**src/shared/eii_pkg.sv**
```systemverilog
// Constants, register map and carrier types for the external interrupt input unit.
// Assumes one 100 MHz clock that is also the high-frequency clock of the device.
// Behaviour
// Six external interrupt inputs, each behind its own digital noise filter.
// Shared pin comes out of reset as a port input, not an interrupt.
// Pin-function 0 means port, 1 means interrupt 0; port then stays input.
// With pin-function 0 the interrupt 0 request latch is never set.
// Inputs 0 and 5 fall-edge only; reject under 2, accept 7 fast periods.
// Input 1 window select: 0 rejects under 63, 1 under 15 fast periods.
// Input 1 accepts 49 or 193 fast periods or longer, divider cleared.
// Inputs 2 to 4 reject under 7, accept 25 fast periods, divider cleared.
// In slow modes all filters reject under 1, accept 3.5 slow periods.
// Inputs 1 to 3 have edge select: 0 rising, 1 falling.
// Input 4 select: 00 rise, 01 fall, 10 both, 11 high level.
// Input 4 high after reset gives no request until a rising edge.
// Request needs master and own enable, plus pin-function or level enable.
// Clean edge sets its latch within filter time plus 6 slow periods.
// New input 1 window takes effect within 64 fast periods.
// Software disables interrupts while switching clocks or rewriting control.
// Output-mode pin changes may raise false requests; software clears enables.
// Control register layout bits 7..1, reset zero, bit 0 undefined.
// Filter is synchroniser plus counter restarted on change.
// Qualified trigger sets latch; held until accepted or cleared by software.
package eii_pkg;

  localparam int N_IRQ = 6;

  // Register indices; byte address is four times the index
  localparam int          CTRL_IDX   = 32'h0000_0037;
  localparam int          EN_IDX     = 32'h0000_0038;
  localparam int          LATCH_IDX  = 32'h0000_0039;
  localparam logic [7:0]  ADDR_CTRL  = 8'(CTRL_IDX * 4);
  localparam logic [7:0]  ADDR_EN    = 8'(EN_IDX * 4);
  localparam logic [7:0]  ADDR_LATCH = 8'(LATCH_IDX * 4);

  localparam logic [7:0]  CTRL_RST   = 8'h00;
  localparam logic [10:0] EN_RST     = 11'h000;
  localparam logic [5:0]  LATCH_RST  = 6'h00;

  typedef enum logic [1:0] {
    TRIG_RISE  = 2'h0,
    TRIG_FALL  = 2'h1,
    TRIG_BOTH  = 2'h2,
    TRIG_LEVEL = 2'h3
  } eii_trig4_e;

  // Control register, bit 7 down to bit 0
  typedef struct packed {
    logic       noise_win;
    logic       pin_func;
    eii_trig4_e trig4;
    logic       es3;
    logic       es2;
    logic       es1;
    logic       rsvd;
  } eii_ctrl_s;

  // Enable register: lvl[3:0] for inputs 5..2, ind[5:0] for inputs 5..0
  typedef struct packed {
    logic [3:0] lvl;
    logic [5:0] ind;
    logic       master;
  } eii_en_s;

  // Filter times in fast-clock periods, converted to clk cycles
  localparam int CLK_HZ        = 100_000_000;
  localparam int FC_HZ         = 100_000_000;
  localparam int CLK_PER_FC    = CLK_HZ / FC_HZ;
  localparam int T_INT05_FC    = 2;
  localparam int T_EXT_IRQ_IN1_S_FC   = 15;
  localparam int T_EXT_IRQ_IN1_L_FC   = 63;
  localparam int T_INT234_FC   = 7;
  localparam int SLOW_TICKS    = 2;
  localparam logic [6:0] CNT_INT05  = 7'(T_INT05_FC * CLK_PER_FC);
  localparam logic [6:0] CNT_EXT_IRQ_IN1_S = 7'(T_EXT_IRQ_IN1_S_FC * CLK_PER_FC);
  localparam logic [6:0] CNT_EXT_IRQ_IN1_L = 7'(T_EXT_IRQ_IN1_L_FC * CLK_PER_FC);
  localparam logic [6:0] CNT_INT234 = 7'(T_INT234_FC * CLK_PER_FC);
  localparam logic [6:0] CNT_SLOW   = 7'(SLOW_TICKS);

  localparam logic [1:0] PRIME_DONE = 2'h3;

endpackage : eii_pkg

```
**src/logic/eii_noise_filter.sv**
```systemverilog
// One digital noise filter with edge detection for an interrupt input pin.
// Assumes pin is synchronous; sample_en marks counting periods; thr is at least one.
`timescale 1ns/1ns
module eii_noise_filter
  import eii_pkg::*;
(
  input  wire logic       clk,
  input  wire logic       rst_b,
  input  wire logic       pin,
  input  wire logic       sample_en,
  input  wire logic [6:0] thr,
  output logic            filt,
  output logic            rise,
  output logic            fall
);

  logic       sync1_ff,  nxt_sync1;
  logic       sync2_ff,  nxt_sync2;
  logic [1:0] prime_ff,  nxt_prime;
  logic [6:0] cnt_ff,    nxt_cnt;
  logic       filt_ff,   nxt_filt;
  logic       rise_ff,   nxt_rise;
  logic       fall_ff,   nxt_fall;

  always_comb begin
    nxt_sync1 = pin;
    nxt_sync2 = sync1_ff;
    nxt_prime = prime_ff;
    nxt_cnt   = cnt_ff;
    nxt_filt  = filt_ff;
    nxt_rise  = 1'b0;
    nxt_fall  = 1'b0;
    if (prime_ff != PRIME_DONE) begin
      // Take the settled pin level after reset without reporting an edge
      nxt_prime = prime_ff + 2'h1;
      nxt_filt  = sync2_ff;
      nxt_cnt   = 7'h00;
    end else if (sync2_ff == filt_ff) begin
      nxt_cnt = 7'h00;
    end else if (sample_en) begin
      if (cnt_ff + 7'h01 >= thr) begin
        nxt_filt = sync2_ff;
        nxt_cnt  = 7'h00;
        nxt_rise = sync2_ff;
        nxt_fall = ~sync2_ff;
      end else begin
        nxt_cnt = cnt_ff + 7'h01;
      end
    end
  end

  always_ff @(posedge clk or negedge rst_b) begin
    if (!rst_b) begin
      sync1_ff <= 1'b0;
      sync2_ff <= 1'b0;
      prime_ff <= 2'h0;
      cnt_ff   <= 7'h00;
      filt_ff  <= 1'b0;
      rise_ff  <= 1'b0;
      fall_ff  <= 1'b0;
    end else begin
      sync1_ff <= nxt_sync1;
      sync2_ff <= nxt_sync2;
      prime_ff <= nxt_prime;
      cnt_ff   <= nxt_cnt;
      filt_ff  <= nxt_filt;
      rise_ff  <= nxt_rise;
      fall_ff  <= nxt_fall;
    end
  end

  assign filt = filt_ff;
  assign rise = rise_ff;
  assign fall = fall_ff;

endmodule : eii_noise_filter

```
**src/logic/eii_ext_irq_unit.sv**
```systemverilog
// External interrupt input unit: six filtered inputs, trigger logic, request latches.
// Assumes Avalon-MM master on clk; pins, slow tick and accept pulses synchronous to clk.
//
// Our own choice: the Avalon-MM register port.
`timescale 1ns/1ns
module eii_ext_irq_unit
  import eii_pkg::*;
(
  input  wire logic        clk,
  input  wire logic        rst_b,
  input  wire logic [7:0]  avs_address,
  input  wire logic        avs_read,
  input  wire logic        avs_write,
  input  wire logic [31:0] avs_writedata,
  input  wire logic [3:0]  avs_byteenable,
  output logic      [31:0] avs_readdata,
  output logic             avs_waitrequest,
  input  wire logic        shared_port_bit,
  input  wire logic        ext_irq_in1,
  input  wire logic        ext_irq_in2,
  input  wire logic        ext_irq_in3,
  input  wire logic        ext_irq_in4,
  input  wire logic        ext_irq_in5,
  input  wire logic        slow_mode,
  input  wire logic        low_clk_tick,
  input  wire logic        clock_divider_sel,
  input  wire logic [5:0]  irq_accept,
  output logic             irq0_pin_function_sel,
  output logic      [5:0]  irq_pending,
  output logic             irq_request
);

  eii_ctrl_s   ctrl_ff,   nxt_ctrl;
  eii_en_s     en_ff,     nxt_en;
  logic        ack_ff,    nxt_ack;
  logic [31:0] rdata_ff,  nxt_rdata;
  logic [5:0]  latch_ff,  nxt_latch;
  logic        armed4_ff, nxt_armed4;
  logic        phase_ff,  nxt_phase;

  logic        bus_req;
  logic        bus_take;
  logic [5:0]  sw_clr;
  logic [5:0]  pins;
  logic [5:0]  filt;
  logic [5:0]  rise;
  logic [5:0]  fall;
  logic [5:0]  trig;
  logic [5:0]  gate;
  logic        sample_en;
  logic [6:0]  thr [N_IRQ];

  function automatic logic [31:0] be_merge(
    input logic [31:0] old_val,
    input logic [31:0] new_val,
    input logic [3:0]  be
  );
    logic [31:0] res;
    res = old_val;
    for (int b = 0; b < 4; b++) begin
      if (be[b]) begin
        res[8*b +: 8] = new_val[8*b +: 8];
      end
    end
    return res;
  endfunction : be_merge

  // Bus slave: one wait cycle, answer in the second cycle of the request
  assign bus_req         = avs_read | avs_write;
  assign avs_waitrequest = bus_req & ~ack_ff;
  assign bus_take        = bus_req & ack_ff;
  assign sw_clr          = (bus_take && avs_write && avs_address == ADDR_LATCH &&
                            avs_byteenable[0]) ? avs_writedata[5:0] : 6'h00;

  always_comb begin
    logic [31:0] merged;
    merged    = 32'h0000_0000;
    nxt_ack   = bus_req & ~ack_ff;
    nxt_rdata = rdata_ff;
    nxt_ctrl  = ctrl_ff;
    nxt_en    = en_ff;
    if (avs_read && !ack_ff) begin
      unique case (avs_address)
        ADDR_CTRL:  nxt_rdata = {24'h00_0000, 8'(ctrl_ff) & 8'hfe};
        ADDR_EN:    nxt_rdata = {21'h00_0000, 11'(en_ff)};
        ADDR_LATCH: nxt_rdata = {26'h000_0000, latch_ff};
        default:    nxt_rdata = 32'h0000_0000;
      endcase
    end
    if (bus_take && avs_write) begin
      unique case (avs_address)
        ADDR_CTRL: begin
          merged        = be_merge({24'h00_0000, 8'(ctrl_ff)}, avs_writedata, avs_byteenable);
          nxt_ctrl      = eii_ctrl_s'(merged[7:0]);
          nxt_ctrl.rsvd = 1'b0;
        end
        ADDR_EN: begin
          merged = be_merge({21'h00_0000, 11'(en_ff)}, avs_writedata, avs_byteenable);
          nxt_en = eii_en_s'(merged[10:0]);
        end
        default: begin
          merged = 32'h0000_0000;
        end
      endcase
    end
  end

  always_ff @(posedge clk or negedge rst_b) begin
    if (!rst_b) begin
      ack_ff   <= 1'b0;
      rdata_ff <= 32'h0000_0000;
      ctrl_ff  <= eii_ctrl_s'(CTRL_RST);
      en_ff    <= eii_en_s'(EN_RST);
    end else begin
      ack_ff   <= nxt_ack;
      rdata_ff <= nxt_rdata;
      ctrl_ff  <= nxt_ctrl;
      en_ff    <= nxt_en;
    end
  end

  assign avs_readdata          = rdata_ff;
  assign irq0_pin_function_sel = ctrl_ff.pin_func;

  // Filter sampling rate and thresholds; window changes apply at once
  assign sample_en = slow_mode ? low_clk_tick : (~clock_divider_sel | phase_ff);

  always_comb begin
    thr[0] = slow_mode ? CNT_SLOW : CNT_INT05;
    thr[5] = thr[0];
    thr[1] = slow_mode ? CNT_SLOW
           : (ctrl_ff.noise_win ? CNT_EXT_IRQ_IN1_S : CNT_EXT_IRQ_IN1_L);
    thr[2] = slow_mode ? CNT_SLOW : CNT_INT234;
    thr[3] = thr[2];
    thr[4] = thr[2];
  end

  assign pins = {ext_irq_in5, ext_irq_in4, ext_irq_in3, ext_irq_in2, ext_irq_in1,
                 shared_port_bit};

  for (genvar i = 0; i < N_IRQ; i++) begin : g_filt
    eii_noise_filter u_filt (
      .clk       (clk),
      .rst_b     (rst_b),
      .pin       (pins[i]),
      .sample_en (sample_en),
      .thr       (thr[i]),
      .filt      (filt[i]),
      .rise      (rise[i]),
      .fall      (fall[i])
    );
  end

  // Trigger selection per input
  always_comb begin
    trig[0] = fall[0] & ctrl_ff.pin_func;
    trig[1] = ctrl_ff.es1 ? fall[1] : rise[1];
    trig[2] = ctrl_ff.es2 ? fall[2] : rise[2];
    trig[3] = ctrl_ff.es3 ? fall[3] : rise[3];
    unique case (ctrl_ff.trig4)
      TRIG_RISE:  trig[4] = rise[4];
      TRIG_FALL:  trig[4] = fall[4];
      TRIG_BOTH:  trig[4] = rise[4] | fall[4];
      TRIG_LEVEL: trig[4] = filt[4] & (armed4_ff | rise[4]);
    endcase
    trig[5] = fall[5];
  end

  // Latches: a new trigger wins over a clear in the same cycle
  always_comb begin
    nxt_latch  = (latch_ff & ~(irq_accept | sw_clr)) | trig;
    nxt_armed4 = armed4_ff | rise[4];
    nxt_phase  = ~phase_ff;
  end

  always_ff @(posedge clk or negedge rst_b) begin
    if (!rst_b) begin
      latch_ff  <= LATCH_RST;
      armed4_ff <= 1'b0;
      phase_ff  <= 1'b0;
    end else begin
      latch_ff  <= nxt_latch;
      armed4_ff <= nxt_armed4;
      phase_ff  <= nxt_phase;
    end
  end

  // Request to the CPU side needs master and own enables, plus an extra enable for every input except input 1
  assign gate        = {en_ff.lvl, 1'b1, ctrl_ff.pin_func};
  assign irq_request = en_ff.master & |(latch_ff & en_ff.ind & gate);
  assign irq_pending = latch_ff;

endmodule : eii_ext_irq_unit

```
**config.mk**
```make
export PLATFORM = sky130hd
export DESIGN_NAME = eii_ext_irq_unit
export DESIGN_NICKNAME = d
export VERILOG_FILES = /design/src/shared/eii_pkg.sv /design/src/logic/eii_noise_filter.sv /design/src/logic/eii_ext_irq_unit.sv
export SDC_FILE = /design/constraint.sdc
export NUM_CORES = 1
export LEC_CHECK = 0
export CORE_ASPECT_RATIO = 0.7
export CORE_UTILIZATION = 55
export CTS_CLUSTER_SIZE = 24
export DETAILED_ROUTE_END_ITERATION = 10
export DONT_BUFFER_PORTS = 1
export PLACE_DENSITY = 0.75
export SETUP_SLACK_MARGIN = 0.05
export SYNTH_ARGS = -nofsm -noshare
export SYNTH_HDL_FRONTEND = slang
export SYNTH_SLANG_ARGS = --single-unit
```
**constraint.sdc**
```tcl
create_clock -name clk -period 3.58 [get_ports clk]
set_clock_uncertainty 0.15 [all_clocks]
set_input_delay 0.537 -clock clk [delete_from_list [all_inputs] [get_ports clk]]
set_output_delay 0.537 -clock clk [all_outputs]
set_load 0.01 [all_outputs]
```
==> run summary <==
status: finished, final reports clean
fill count: 787
P per Cell Area: 612 mW/mm²
max incr delay on CP: 0.54 ns
vias per cell: 5.92
ys flop type: dfrtp_1
Synth Instances: 549
Avg Synthesized Cell Area: 10.8 µm²
Int Power: 2.97 mW
Pins Over Slew Limit: 0
part of the power in registers: 40.2%
number of global-route vias before repair: 4029
io pins: 104
global route overflow: 0
Ys Warns: 0
largest net degree at the start of global routing: 121
fin cells: 712
total CTS buffers: 17
Final WS setup: 0.739 ns
Final Hold Fails: 0
register area: 0.00300 mm²
die area: 0.0112 mm²
Clk pwr share: 42.4%
Synth area leader: dfrtp_1
DR WL/cell: 17.0 µm
clk buf depth: 2
GRT Total Usage: 23.1%
Relative slew margins: 23.9%
crit path cell chain: ha_1 > nand3_1 > xnor2_1 > ha_1 > a21o_1 > a21oi_1 > a21boi_1 > a21oi_1 > o211ai_1
port bufs: 0
Sw Ratio: 27.4%
cts hold-fix bufs: 8
Synth top cells by count: dfrtp_1, nand2_1, mux2_2
synthesized area: 0.00593 mm²
crit path capture type: flip-flop
worst-margin pin slew: 1.14 ns
HP Class: in2reg
Clock Latency Late Sink: 0.41 ns
Final nets: 655
Setup violations, final: 0
flops & latches, synth: 120
EDFF count, synth: 0
Crit Path Max Fanout: 8
post-route clock period utilization: 79.3%
Post-CTS Setup Bufs: 0
Tmin final: 2.84 ns
WS Path Type: reg2reg
Die Width: 126 µm
CP arrival: 3.01 ns
Cell variety after synth: 58
core area: 0.0104 mm²
NetSw: 1.12 mW
# resized after CTS: 0
DR DRC count: 0
CP max-delay cell: a21boi_1
Starting Density: 56.9%
CTS tree: yes
RSZ-0062 raised after global routing: no
initial DRC count: 401
share of the yosys chip area belonging to registers: 50.6%
share of cells above drive strength 1: 13.4%
Synth top area share: 50.6%
Fmax: 0.352 GHz
Async SR Flop Fraction: 100%
total clock sinks: 120
Startpoint Class: flip-flop
via count: 4214
# rows: 31
CP Data Required Time: 3.75 ns
Antenna Cells: 0
H-tree depth: 4
worst vdd ir: 0.392 mV
area occupied by multi-input gates: 0.00275 mm²
Layout area overhead: 12.9%
initial antenna violation count: 0
drt pass-1 iters: 5
pre-CTS WS: 0.855 ns
DP Wirelength: 8.22 mm
Die H: 88.9 µm
clk slew on worst S/H paths: 0.06 ns
Setup TNS: 0 ns
GP Congestion: 0.862
Max Cap Viol: 0
antenna viol nets, final: 0
# placed instances: 672
dominant cells by area after synthesis: dfrtp_1, ha_1, mux2_2, nand2_1, buf_4
P_leak: 3.11 nW
first-pass GRT wire length: 19.8 mm
Post-Route WL: 12.1 mm
Logic pwr share: 17.4%
count leader, synth: dfrtp_1
CTS Root Cell: clkbuf_16
[stage by stage]
stage	util [%]	area, µm²	total power [mW]	hold slack (ns)
final	64.2	6700	4.10	0.119
after global routing	64.2	6700	4.29	0.106
after CTS	64.2	6700	4.12	0.113
after detailed placement	57.4	5990	2.32	0.0937
after global placement	57.4	5990	2.26	0.0940
after floorplan	-	6010	2.17	0.0914
[layer usage]
metal	global-route usage (%)	share of wire [%]
met5	0	0
met4	8.11	1.2
met1	30.3	46
met3	6.64	6.5
met2	37.6	47
[area by class of cell]
| cell class | count | share of cell area, % |
|---|---|---|
| sequential | 120 | 44.8 |
| multi-input combinational | 402 | 41.0 |
| clock buffer | 24 | 7.34 |
| tap | 132 | 2.47 |
| clock inverter | 8 | 1.76 |
| timing repair buffer | 10 | 1.68 |
| inverter | 16 | 0.897 |
[cells by family after synthesis]
kind of cell / count (synthesis) / synth area share, %
fa+ha+maj: 25 / 5.27
mux: 31 / 5.97
xor+xnor: 25 / 3.69
simple gates: 206 / 19.0
compound gates: 94 / 11.1
other cells: 1 / 0.0632
buf+inv: 47 / 4.36
flops: 120 / 50.6
[state kept, by name, indices dropped and copies added (netlist names)]
signal and flops:
g_filt.u_filt.prime_ff 12, armed4_ff 1, g_filt.u_filt.filt 6, phase_ff 1, g_filt.u_filt.sync2_ff 6, irq0_pin_function_sel 1, ack_ff 1, g_filt.u_filt.rise 4
g_filt.u_filt.cnt_ff 42, en_ff 11, g_filt.u_filt.nxt_sync2 6, avs_readdata 11, irq_pending 6, g_filt.u_filt.fall 6, ctrl_ff 6
[power by group through the flow]
| stage | Sequential [mW] | Clock, mW | Combinational [mW] |
|---|---|---|---|
| after floorplan | 1.62 | 0 | 0.557 |
| after global placement | 1.65 | 0 | 0.614 |
| after detailed placement | 1.66 | 0 | 0.661 |
| after CTS | 1.64 | 1.77 | 0.712 |
| after global routing | 1.66 | 1.83 | 0.799 |
| final | 1.65 | 1.74 | 0.712 |
[worst max-delay path: cells and delay by family (launching register included)]
family / cells / cell delay, ns
adders and majority gates: 2 / 0.56
AOI/OAI and AO/OA: 5 / 1.30
and+or+nand+nor: 1 / 0.16
xor gates and xnor gates: 1 / 0.16
DFF: 1 / 0.43
[cell usage in the layout, fill, tap and decap left out, types with 7 or more instances in the layout]
| cell | n |
|---|---|
| nor3b_1 | 7 |
| nand2_1 | 57 |
| and2_1 | 23 |
| a21oi_1 | 22 |
| ha_1 | 25 |
| xnor2_1 | 16 |
| nand2b_1 | 10 |
| nand4_1 | 9 |
| o21ai_0 | 26 |
| nor2b_1 | 11 |
| dlygate4sd3_1 | 7 |
| inv_1 | 16 |
| nor2_1 | 25 |
| xor2_1 | 9 |
| clkbuf_16 | 17 |
| dfrtp_1 | 120 |
| mux2_2 | 27 |
| conb_1 | 21 |
| and3_1 | 9 |
| nand3_1 | 21 |
[worst paths after layout]
path	from	end	slack (ns)	cells past startpoint
setup reg to reg	g_filt[1].u_filt.cnt_ff[0]$_DFFE_PN0P_	g_filt[1].u_filt.filt$_DFFE_PN0P_	0.74	9
hold reg to reg	g_filt[1].u_filt.nxt_sync2$_DFF_PN0_	g_filt[1].u_filt.sync2_ff$_DFF_PN0_	0.20	0
min in group asynchronous	rst_b	avs_readdata[9]$_DFFE_PN0P_	0.53	2
max in group asynchronous	rst_b	g_filt[5].u_filt.prime_ff[1]$_DFFE_PN0N_	2.21	2
setup / recovery	g_filt[1].u_filt.cnt_ff[0]$_DFFE_PN0P_	g_filt[1].u_filt.filt$_DFFE_PN0P_	0.74	9
hold / removal	avs_writedata[8]	en_ff[8]$_DFFE_PN0P_	0.12	1
Note: power is estimated with default switching activity, not from simulation.
